**config.mk**
```make
export PLATFORM = sky130hd
export DESIGN_NAME = mpsp_policy
export DESIGN_NICKNAME = d
export VERILOG_FILES = /design/src/mpsp_pkg.sv /design/src/mpsp_policy.sv
export VERILOG_INCLUDE_DIRS = /design/src
export SDC_FILE = /design/constraint.sdc
export NUM_CORES = 1
export LEC_CHECK = 0
export BUFFER_PORTS_ARGS = -buffer_cell sky130_fd_sc_hd__buf_2
export CAP_MARGIN = 5
export CORE_MARGIN = 4
export CORE_UTILIZATION = 47
export CTS_CLUSTER_SIZE = 20
export DETAILED_ROUTE_END_ITERATION = 10
export PLACE_DENSITY = 0.87
export SLEW_MARGIN = 20
export SYNTH_ARGS = -nofsm -noshare
export SYNTH_HDL_FRONTEND = slang
export SYNTH_SLANG_ARGS = --single-unit
```
**constraint.sdc**
```tcl
create_clock -name i_clk -period 1.2 [get_ports i_clk]
set_input_delay 0.06 -clock i_clk [delete_from_list [all_inputs] [get_ports i_clk]]
set_output_delay 0.06 -clock i_clk [all_outputs]
set_load 0.01 [all_outputs]
```
**src/mpsp_defines.svh**
```systemverilog
`ifndef MPSP_DEFINES_SVH
`define MPSP_DEFINES_SVH

// Width of the byte address on the register port.
`define MPSP_ADDR_W        12
// Width of the register data path.
`define MPSP_DATA_W        32

// Byte offsets of the three policy registers.
`define MPSP_OFF_PRIV_LO   12'h200
`define MPSP_OFF_PRIV_HI   12'h204
`define MPSP_OFF_SEC       12'h218

// Reset value shared by every policy register.
`define MPSP_RST_VAL       32'h0000_0000

// Implemented bit masks; all other bits are reserved.
`define MPSP_MASK_SEC      32'hffff_fffc
`define MPSP_MASK_PRIV_LO  32'hffff_fffc
`define MPSP_MASK_PRIV_HI  32'h0000_0003

// Odd positions are lock bits, even positions are indicators.
`define MPSP_LOCK_POS      32'haaaa_aaaa
`define MPSP_IND_POS       32'h5555_5555

// Number of bit pairs in one register.
`define MPSP_PAIRS         16
// Master groups with a security indicator.
`define MPSP_SEC_GROUPS    15
// Master groups with a privilege indicator.
`define MPSP_PRIV_GROUPS   16

// Read value for reserved bits and unmapped addresses.
`define MPSP_RD_ZERO       32'h0000_0000

// Pair index of each master group. One index serves both the security
// register and the first privilege register, whose layouts agree.
`define MPSP_PAIR_DMA_B        15
`define MPSP_PAIR_DEBUG_PORT   14
`define MPSP_PAIR_AUX_MASTER   13
`define MPSP_PAIR_SDHOST_C     12
`define MPSP_PAIR_SDHOST_B     11
`define MPSP_PAIR_SDHOST_A     10
`define MPSP_PAIR_ETHERNET     9
`define MPSP_PAIR_NAND_DMA     8
`define MPSP_PAIR_GRAPHICS     7
`define MPSP_PAIR_VIDEO_DEC    6
`define MPSP_PAIR_PCIE         5
`define MPSP_PAIR_USB          4
`define MPSP_PAIR_DISPLAY      3
`define MPSP_PAIR_DMA_A        2
`define MPSP_PAIR_AUX_CORE     1
// The crypto accelerator owns the only pair of the second privilege register.
`define MPSP_PAIR_CRYPTO       0

`endif

```
**src/mpsp_pkg.sv**
```systemverilog
package mpsp_pkg;

   // One register port request, sampled on the rising clock edge.
   typedef struct packed
   {
      logic [11:0] addr;   // Byte address.
      logic [31:0] wdata;  // Write data.
      logic        wr;     // Write strobe, one cycle.
      logic        rd;     // Read strobe, one cycle.
   } mpsp_bus_req_t;

   // Attributes driven toward the master groups.
   typedef struct packed
   {
      logic [14:0] nonsecure;  // One per security group, 1 = non-secure.
      logic [15:0] privilege;  // One per privilege group, 1 = supervisor.
   } mpsp_attr_t;

endpackage : mpsp_pkg

```
**src/mpsp_policy.sv**
```systemverilog
// Decided for this implementation: the plain strobed port.
`timescale 1ns/10ps
`include "mpsp_defines.svh"

module mpsp_policy
(
   input  wire logic                        i_clk,
   input  wire logic                        i_arst_n,
   input  wire mpsp_pkg::mpsp_bus_req_t     i_bus,
   output logic [`MPSP_DATA_W-1:0]          o_rdata,
   input  wire logic [`MPSP_PRIV_GROUPS-1:0] i_priv_override_sel,
   input  wire logic [`MPSP_PRIV_GROUPS-1:0] i_priv_in,
   output mpsp_pkg::mpsp_attr_t             o_attr
);

   // Merges a write into a register of lock/indicator pairs.
   // Locks only ever gain ones, so software can never unlock a pair.
   // An indicator follows the write only while its own lock was clear
   // before the write; a write that sets lock and indicator together
   // therefore still lands the indicator, then freezes it.
   function automatic logic [31:0] pair_write
   (
      input logic [31:0] old_val,
      input logic [31:0] wdata,
      input logic [31:0] impl_mask
   );
      logic [31:0] lock_mask;
      logic [31:0] ind_mask;
      logic [31:0] frozen;
      logic [31:0] new_lock;
      logic [31:0] new_ind;
      lock_mask = impl_mask & `MPSP_LOCK_POS;
      ind_mask  = impl_mask & `MPSP_IND_POS;
      // Writing zero to a set lock is ignored rather than refused.
      // locks are sticky
      new_lock  = (old_val | wdata) & lock_mask;
      // Shifting right by one lines each lock up with its own indicator;
      // a pair locked before this write keeps its old indicator.
      // lock freezes indicator
      frozen    = {1'b0, old_val[31:1]} & ind_mask;
      new_ind   = ((frozen & old_val) | (~frozen & wdata)) & ind_mask;
      // Masking with the implemented bits drops reserved positions.
      // reserved bits stay zero
      pair_write = new_lock | new_ind;
   endfunction : pair_write

   // Gathers the indicator (even) bit of every pair into one vector.
   function automatic logic [`MPSP_PAIRS-1:0] indicators
   (
      input logic [31:0] val
   );
      logic [`MPSP_PAIRS-1:0] res;
      res = '0;
      for (int k = 0; k < `MPSP_PAIRS; k++)
      begin
         res[k] = val[2*k];
      end
      indicators = res;
   endfunction : indicators

   // Stored register contents.
   // Only implemented bits can ever become one.
   logic [31:0] master_security_policy;   // Security pairs.
   logic [31:0] master_privilege_low;     // First privilege pairs.
   logic [31:0] master_privilege_high;    // Second privilege pair.

   // Next values of the stored registers.
   // Each holds its old value unless its own register is written.
   logic [31:0] next_master_security_policy;
   logic [31:0] next_master_privilege_low;
   logic [31:0] next_master_privilege_high;

   // Address decode results.
   logic        hit_sec;       // Address names the security register.
   logic        hit_priv_lo;   // Address names the first privilege register.
   logic        hit_priv_hi;   // Address names the second privilege register.

   // Write enables per register.
   logic        wr_sec;
   logic        wr_priv_lo;
   logic        wr_priv_hi;

   // Read data selected in the strobe cycle.
   logic [31:0] rd_sel;
   // Next value of the registered read data.
   logic [31:0] next_rdata;

   // Indicator vectors taken from the stored registers.
   logic [`MPSP_PAIRS-1:0] sec_ind;
   logic [`MPSP_PAIRS-1:0] priv_lo_ind;
   logic [`MPSP_PAIRS-1:0] priv_hi_ind;

   // Stored privilege per group, group 0 being the crypto accelerator.
   logic [`MPSP_PRIV_GROUPS-1:0] privilege_stored;

   // Security indicator per master group, 1 meaning non-secure.
   logic        nonsecure_sel_dma_b;        // Second system DMA.
   logic        nonsecure_sel_debug_port;   // Debug access port.
   logic        nonsecure_sel_aux_master;   // Auxiliary master.
   logic        nonsecure_sel_sdhost_c;     // Third SD host controller.
   logic        nonsecure_sel_sdhost_b;     // Second SD host controller.
   logic        nonsecure_sel_sdhost_a;     // First SD host controller.
   logic        nonsecure_sel_ethernet;     // Ethernet controller.
   logic        nonsecure_sel_nand_dma;     // Raw NAND DMA.
   logic        nonsecure_sel_graphics;     // Graphics processor.
   logic        nonsecure_sel_video_dec;    // Video decoder.
   logic        nonsecure_sel_pcie;         // PCIe controllers.
   logic        nonsecure_sel_usb;          // USB controllers.
   logic        nonsecure_sel_display;      // Display controller.
   logic        nonsecure_sel_dma_a;        // First system DMA.
   logic        nonsecure_sel_aux_core;     // Auxiliary core.

   // Stored privilege indicator per master group, 1 meaning supervisor.
   // These only reach a master while its override select is set.
   logic        privilege_dma_b;            // Second system DMA.
   logic        privilege_debug_port;       // Debug access port.
   logic        privilege_aux_master;       // Auxiliary master.
   logic        privilege_sdhost_c;         // Third SD host controller.
   logic        privilege_sdhost_b;         // Second SD host controller.
   logic        privilege_sdhost_a;         // First SD host controller.
   logic        privilege_ethernet;         // Ethernet controller.
   logic        privilege_nand_dma;         // Raw NAND DMA.
   logic        privilege_graphics;         // Graphics processor.
   logic        privilege_video_dec;        // Video decoder.
   logic        privilege_pcie;             // PCIe controllers.
   logic        privilege_usb;              // USB controllers.
   logic        privilege_display;          // Display controller.
   logic        privilege_dma_a;            // First system DMA.
   logic        privilege_aux_core;         // Auxiliary core.
   logic        privilege_crypto_master;    // Crypto accelerator.

   // Next values of the attribute outputs.
   mpsp_pkg::mpsp_attr_t next_attr;

   // Comparing all twelve bits costs a little logic but keeps aliases
   // of the registers out of the map, so a stray write cannot land.
   // Full byte address compare: misaligned addresses are unmapped.
   // security register offset
   assign hit_sec     = (i_bus.addr == `MPSP_OFF_SEC);
   assign hit_priv_lo = (i_bus.addr == `MPSP_OFF_PRIV_LO);
   // The second privilege register sits in the next word.
   assign hit_priv_hi = (i_bus.addr == `MPSP_OFF_PRIV_HI);

   // A write only affects the register that it addresses.
   // Reads have no side effect, so only writes are qualified here.
   assign wr_sec     = i_bus.wr & hit_sec;
   assign wr_priv_lo = i_bus.wr & hit_priv_lo;
   assign wr_priv_hi = i_bus.wr & hit_priv_hi;

   assign next_master_security_policy = wr_sec ?
      pair_write(master_security_policy, i_bus.wdata, `MPSP_MASK_SEC) :
      master_security_policy;

   assign next_master_privilege_low = wr_priv_lo ?
      pair_write(master_privilege_low, i_bus.wdata, `MPSP_MASK_PRIV_LO) :
      master_privilege_low;

   assign next_master_privilege_high = wr_priv_hi ?
      pair_write(master_privilege_high, i_bus.wdata, `MPSP_MASK_PRIV_HI) :
      master_privilege_high;

   // A write that hits no register leaves all three unchanged.
   // Policy registers. Reset is the only way to clear a set lock, which
   // is what makes the locks trustworthy against later software.
   always_ff @(posedge i_clk or negedge i_arst_n)
   begin
      if (!i_arst_n)
      begin
         master_security_policy <= `MPSP_RST_VAL;
         master_privilege_low   <= `MPSP_RST_VAL;
         master_privilege_high  <= `MPSP_RST_VAL;
      end
      else
      begin
         master_security_policy <= next_master_security_policy;
         master_privilege_low   <= next_master_privilege_low;
         master_privilege_high  <= next_master_privilege_high;
      end
   end

   // Read selection. The stored registers never hold reserved ones,
   // so the raw values already read zero there.
   // At most one address compare is true, so the order is free.
   // unmapped and reserved read zero
   assign rd_sel = hit_sec     ? master_security_policy :
                   hit_priv_lo ? master_privilege_low   :
                   hit_priv_hi ? master_privilege_high  :
                   `MPSP_RD_ZERO;

   // Returning zero between reads keeps stale policy values off the
   // shared read bus, at the cost of one more multiplexer.
   // There is no error response: software can only tell a locked or
   // unmapped write from a landed one by reading the register back.
   // Read data stands only in the cycle after the strobe.
   assign next_rdata = i_bus.rd ? rd_sel : `MPSP_RD_ZERO;

   // Registered read data, one cycle after the read strobe.
   always_ff @(posedge i_clk or negedge i_arst_n)
   begin
      if (!i_arst_n)
      begin
         o_rdata <= `MPSP_RD_ZERO;
      end
      else
      begin
         o_rdata <= next_rdata;
      end
   end

   // Indicator vectors of each register.
   assign sec_ind     = indicators(master_security_policy);
   assign priv_lo_ind = indicators(master_privilege_low);
   assign priv_hi_ind = indicators(master_privilege_high);

   // Security indicator of every master group, picked by pair index.
   // The lowest pair of the security register is reserved and unused.
   assign nonsecure_sel_dma_b      = sec_ind[`MPSP_PAIR_DMA_B];
   assign nonsecure_sel_debug_port = sec_ind[`MPSP_PAIR_DEBUG_PORT];
   assign nonsecure_sel_aux_master = sec_ind[`MPSP_PAIR_AUX_MASTER];
   assign nonsecure_sel_sdhost_c   = sec_ind[`MPSP_PAIR_SDHOST_C];
   assign nonsecure_sel_sdhost_b   = sec_ind[`MPSP_PAIR_SDHOST_B];
   assign nonsecure_sel_sdhost_a   = sec_ind[`MPSP_PAIR_SDHOST_A];
   assign nonsecure_sel_ethernet   = sec_ind[`MPSP_PAIR_ETHERNET];
   assign nonsecure_sel_nand_dma   = sec_ind[`MPSP_PAIR_NAND_DMA];
   assign nonsecure_sel_graphics   = sec_ind[`MPSP_PAIR_GRAPHICS];
   assign nonsecure_sel_video_dec  = sec_ind[`MPSP_PAIR_VIDEO_DEC];
   assign nonsecure_sel_pcie       = sec_ind[`MPSP_PAIR_PCIE];
   assign nonsecure_sel_usb        = sec_ind[`MPSP_PAIR_USB];
   assign nonsecure_sel_display    = sec_ind[`MPSP_PAIR_DISPLAY];
   assign nonsecure_sel_dma_a      = sec_ind[`MPSP_PAIR_DMA_A];
   assign nonsecure_sel_aux_core   = sec_ind[`MPSP_PAIR_AUX_CORE];

   // Stored privilege indicator of every master group. Fifteen groups
   // live in the first privilege register; the crypto accelerator uses
   // the single pair of the second one.
   assign privilege_dma_b         = priv_lo_ind[`MPSP_PAIR_DMA_B];
   assign privilege_debug_port    = priv_lo_ind[`MPSP_PAIR_DEBUG_PORT];
   assign privilege_aux_master    = priv_lo_ind[`MPSP_PAIR_AUX_MASTER];
   assign privilege_sdhost_c      = priv_lo_ind[`MPSP_PAIR_SDHOST_C];
   assign privilege_sdhost_b      = priv_lo_ind[`MPSP_PAIR_SDHOST_B];
   assign privilege_sdhost_a      = priv_lo_ind[`MPSP_PAIR_SDHOST_A];
   assign privilege_ethernet      = priv_lo_ind[`MPSP_PAIR_ETHERNET];
   assign privilege_nand_dma      = priv_lo_ind[`MPSP_PAIR_NAND_DMA];
   assign privilege_graphics      = priv_lo_ind[`MPSP_PAIR_GRAPHICS];
   assign privilege_video_dec     = priv_lo_ind[`MPSP_PAIR_VIDEO_DEC];
   assign privilege_pcie          = priv_lo_ind[`MPSP_PAIR_PCIE];
   assign privilege_usb           = priv_lo_ind[`MPSP_PAIR_USB];
   assign privilege_display       = priv_lo_ind[`MPSP_PAIR_DISPLAY];
   assign privilege_dma_a         = priv_lo_ind[`MPSP_PAIR_DMA_A];
   assign privilege_aux_core      = priv_lo_ind[`MPSP_PAIR_AUX_CORE];
   assign privilege_crypto_master = priv_hi_ind[`MPSP_PAIR_CRYPTO];

   // Group 0 is the crypto accelerator; group g above it uses the
   // pair at bits 2g+1/2g of the first privilege register.
   assign privilege_stored =
   {
      privilege_dma_b,
      privilege_debug_port,
      privilege_aux_master,
      privilege_sdhost_c,
      privilege_sdhost_b,
      privilege_sdhost_a,
      privilege_ethernet,
      privilege_nand_dma,
      privilege_graphics,
      privilege_video_dec,
      privilege_pcie,
      privilege_usb,
      privilege_display,
      privilege_dma_a,
      privilege_aux_core,
      privilege_crypto_master
   };

   // Security attribute: group g uses the pair at bits 2g+3/2g+2.
   // A group with its indicator clear is secure, which is also the
   // reset state: a master stays secure until software opens it up.
   // drive type-1 security
   assign next_attr.nonsecure =
   {
      nonsecure_sel_dma_b,
      nonsecure_sel_debug_port,
      nonsecure_sel_aux_master,
      nonsecure_sel_sdhost_c,
      nonsecure_sel_sdhost_b,
      nonsecure_sel_sdhost_a,
      nonsecure_sel_ethernet,
      nonsecure_sel_nand_dma,
      nonsecure_sel_graphics,
      nonsecure_sel_video_dec,
      nonsecure_sel_pcie,
      nonsecure_sel_usb,
      nonsecure_sel_display,
      nonsecure_sel_dma_a,
      nonsecure_sel_aux_core
   };

   // The override selects come from a register outside this block on
   // this same clock, so no synchroniser stands in their path.
   // Overrides act per group, so groups may mix both sources freely.
   // Privilege attribute per group, 1 meaning supervisor.
   // 1 means supervisor
   assign next_attr.privilege = (i_priv_override_sel & privilege_stored) |
                                (~i_priv_override_sel & i_priv_in);

   // Attribute outputs come from flip-flops. The price is one cycle
   // between a change of the master's own privilege and the output;
   // the gain is a glitch-free attribute toward the fabric.
   // Reset drives every master secure and in user mode, the safest
   // state while software has not yet programmed the bank.
   always_ff @(posedge i_clk or negedge i_arst_n)
   begin
      if (!i_arst_n)
      begin
         o_attr <= '0;
      end
      else
      begin
         o_attr <= next_attr;
      end
   end

endmodule : mpsp_policy

```
==> impl_metrics.json <==
{
  "outcome": "finished with violations",
  "violations": "negative setup slack",
  "tritoncts.num_buffers": 17,
  "gr-usage-met1": 0.2868,
  "netlist.top_cell.by_area": "sky130_fd_sc_hd__dfrtp_1",
  "dpl_cell_area_mm2": 0.006459,
  "gp_routability_congestion": 0.7110,
  "synth.net_count": 447,
  "synth_top_family_by_area": "simple AND/OR/NAND/NOR gates",
  "worstRegToRegCells": 3,
  "dpl.hpwl_mm": 8.227,
  "port_buffers": 142,
  "worst_slew_pin_slew_ns": 0.4315,
  "post_synth_fa_ha_maj_area_fraction": 0,
  "timing.setup.critical_path_class": "reg -> reg",
  "synthTopCellsByCount": "sky130_fd_sc_hd__dfrtp_1, sky130_fd_sc_hd__nand2b_1, sky130_fd_sc_hd__nor2_1",
  "route.final.wire_length_mm": 15.93,
  "leakage_power_nw": 4.407,
  "detail-route-antenna-nets": 0,
  "detail_route.first_pass.iterations": 4,
  "filler_instances": 593,
  "finalSetupViolCount": 38,
  "yosys_register_bits": 125,
  "syn_area_mm2": 0.005211,
  "avgViaCountPerCell": 5.274,
  "worst_ep_required_time_ns": 1.60,
  "layout-area-overhead-vs-synth_pct": 61.01,
  "arrival_time_of_the_worst_setup_path_ns": 1.72,
  "rows": 38,
  "clkLatencyLatePin_ns": 0.52,
  "rsz_0062_raised_after_global_routing": "yes",
  "hold_violations": 0,
  "worst_hold_path_type": "in -> reg",
  "chipHeight_um": 113.3,
  "yosysUniqueCellTypes": 26,
  "dr_total_vias": 4177,
  "timing.final.crit_period_ns": 1.322,
  "ir_drop_v": 0.0007104,
  "layout.nets": 720,
  "path_cells": "nand2b_4 > nor4_4 > mux2_4",
  "final_standard_cell_area_without_fillers_mm2": 0.008391,
  "min_delay_path_depth": 3,
  "cts_tree": "done",
  "antenna_cells": 0,
  "groute.usage.overall": 0.2426,
  "setup-tns-final_ns": -2.425,
  "drive_above_1_share": 0.5353,
  "ys_dominant_reg_cell": "sky130_fd_sc_hd__dfrtp_1",
  "antenna_found_initial": 0,
  "ys_async_sr_fraction": 1.000,
  "grt_first_pass_wirelength_mm": 23.72,
  "floorplan.die_area_mm2": 0.01284,
  "synth_simple_gate_area_frac": 0.1676,
  "grt_pass1_vias": 4595,
  "grt-ovfl-total": 0,
  "synth_seq_area_share": 0.6002,
  "synth.most_common_cell": "sky130_fd_sc_hd__dfrtp_1",
  "h-tree-depth": 4,
  "grt_max_degree": 66,
  "cts.clk_slew.worst_paths_ns": 0.05,
  "fp.dieW_um": 113.3,
  "synth_top_area_frac": 0.6002,
  "synth_compound_gate_area_share": 0.08836,
  "final-max-slew-violation-count": 0,
  "yosysWarnings": 0,
  "slew_headroom": 0.7083,
  "grt.met2_usage": 0.4348,
  "slowest_delay_ns": 0.39,
  "library_cell_contributing_the_largest_single_delay_on_the_critical_path": "sky130_fd_sc_hd__dfrtp_1",
  "number_of_enable_flip_flop_cells_after_synthesis": 0,
  "clk_root_buffer_cell": "sky130_fd_sc_hd__clkbuf_8",
  "layout_worst_path_cycle_share": 1.102,
  "syn_avg_cell_area_um2": 14.20,
  "ctsLongestPathBuffers": 2,
  "drv_cap": 0,
  "finalCoreUtilization": 0.7740,
  "synth.area.mux_share": 0.1016,
  "avgRoutedWirePerCell_um": 20.11,
  "io-pin-count": 143,
  "worst-path-max-fanout": 2,
  "detailedRoute.firstIterationViolations": 196,
  "worst_setup_path_start_kind": "flop",
  "synth_cells": 367,
  "finalWorstSetupSlack_ns": -0.1220,
  "core_area_mm2": 0.01084,
  "grt_util_met3": 0.05989,
  "drc": 0,
  "cells_taking_the_most_area_after_synthesis": "sky130_fd_sc_hd__dfrtp_1, sky130_fd_sc_hd__mux2_1, sky130_fd_sc_hd__nor4_2",
  "max_clock_freq_mhz": 756.4,
  "worst_setup_path_end_kind": "flop",
  "clock_sinks": 125,
  "effective_utilization_at_floorplan": 0.4807,
  "fin_worst_skew_ns": 0.007909,
  "design_power_total_mw": 9.542,
  "synth_xor_xnor_area_share": 0,
  "busiest_layer": "met2",
  "power_density_mw_per_mm2": 1137
}
-- cells in the final DEF (no fill, tap or decap) --
cell and count:
sky130_fd_sc_hd__clkbuf_1 4, sky130_fd_sc_hd__nand4bb_2 1, sky130_fd_sc_hd__buf_12 11, sky130_fd_sc_hd__dlygate4sd3_1 69
sky130_fd_sc_hd__buf_2 139, sky130_fd_sc_hd__or4b_4 1, sky130_fd_sc_hd__buf_4 51, sky130_fd_sc_hd__buf_8 2
sky130_fd_sc_hd__clkinv_2 7, sky130_fd_sc_hd__dfrtp_1 125, sky130_fd_sc_hd__buf_16 2, sky130_fd_sc_hd__nand2b_1 8
sky130_fd_sc_hd__mux2_4 30, sky130_fd_sc_hd__mux2_2 16, sky130_fd_sc_hd__or4_4 2, sky130_fd_sc_hd__a22oi_1 30
sky130_fd_sc_hd__inv_1 2, sky130_fd_sc_hd__nor4_4 32, sky130_fd_sc_hd__and4_1 2, sky130_fd_sc_hd__clkbuf_16 17
sky130_fd_sc_hd__a41o_1 1, sky130_fd_sc_hd__nor4_2 2, sky130_fd_sc_hd__a21o_1 30, sky130_fd_sc_hd__mux2_1 1
sky130_fd_sc_hd__nor4bb_4 1, sky130_fd_sc_hd__nor2_1 30, sky130_fd_sc_hd__or4b_2 1, sky130_fd_sc_hd__nor2_4 1
sky130_fd_sc_hd__buf_6 4, sky130_fd_sc_hd__clkbuf_8 3, sky130_fd_sc_hd__nor4b_1 1, sky130_fd_sc_hd__or3_4 2
sky130_fd_sc_hd__clkinv_4 1, sky130_fd_sc_hd__nand2b_4 23
-- per-layer routing --
| layer | wire (µm) | share of wire | vias up |
|---|---|---|---|
| met2 | 8776 | 0.55 | 172 |
| met1 | 6003 | 0.38 | 2097 |
| li1 | - | - | 1881 |
| met5 | 0 | 0 | - |
| met3 | 855 | 0.054 | 27 |
| met4 | 291 | 0.018 | 0 |
-- logic make-up (layout without fill, tap and decap cells) --
| logic type | after synthesis | after routing |
|---|---|---|
| DFF | 125 | 125 |
| and+or+nand+nor | 106 | 107 |
| AOI/OAI and AO/OA | 61 | 61 |
| muxes | 47 | 47 |
| buffers and inverters | 28 | 312 |
-- worst max-delay path: cells and delay by family, from the launching register on --
family	cells	cell delay (ns)
flip-flops	1	0.39
AND/OR/NAND/NOR	2	0.48
multiplexers	1	0.33
-- report_power, final --
group	internal, mW	total, mW	switching (mW)
clock	2.61	4.36	1.76
sequential	4.26	4.27	0.0141
combinational	0.460	0.909	0.449
-- timing repair --
item | in CTS | in global routing
endpoints found under the hold margin | 205 | 0
pin swaps | 17 | 23
resized for setup | 49 | 46
gates cloned | 3 | 1
hold buffers | 69 | 0
buffers inserted | 1 | 13
setup endpoints to repair | 60 | 54
-- final timing paths --
check                           slack (ns)                         end                        from
worst max-delay path                 -0.12                        flop  master_security_policy[17]
worst min-delay path                  0.02                  o_rdata[1]                   i_bus[43]
worst max register to register       -0.12                        flop  master_security_policy[17]
worst min register to register        0.41                  o_attr[23]                        flop
max in group asynchronous             0.81  asynchronous set/reset pin                    i_arst_n
min in group asynchronous             0.11  asynchronous set/reset pin                    i_arst_n
-- stage by stage --
| step | setup slack, ns | std cells | hold slack (ns) |
|---|---|---|---|
| final | -0.1220 | 792 | 0.02111 |
| after global routing | -0.1617 | 792 | 0.02448 |
| after CTS | -0.09422 | 779 | 0.009252 |
| after detailed placement | -0.5820 | 675 | 0.1074 |
| after global placement | -0.5424 | 675 | 0.1093 |
| after floorplan | -0.3917 | 367 | -0.2356 |
-- final cells by class --
class	instances	area [µm²]	share of cell area
repair buffers	279	2145	0.2556
well taps	140	175.2	0.02088
inverters	2	7.507	0.0008947
clock buffers	23	456.7	0.05443
flip-flops and latches	125	3128	0.3728
multi-input cells	215	2435	0.2902
clock inverters	8	43.79	0.005219
Note: power is estimated with default switching activity, not from simulation.
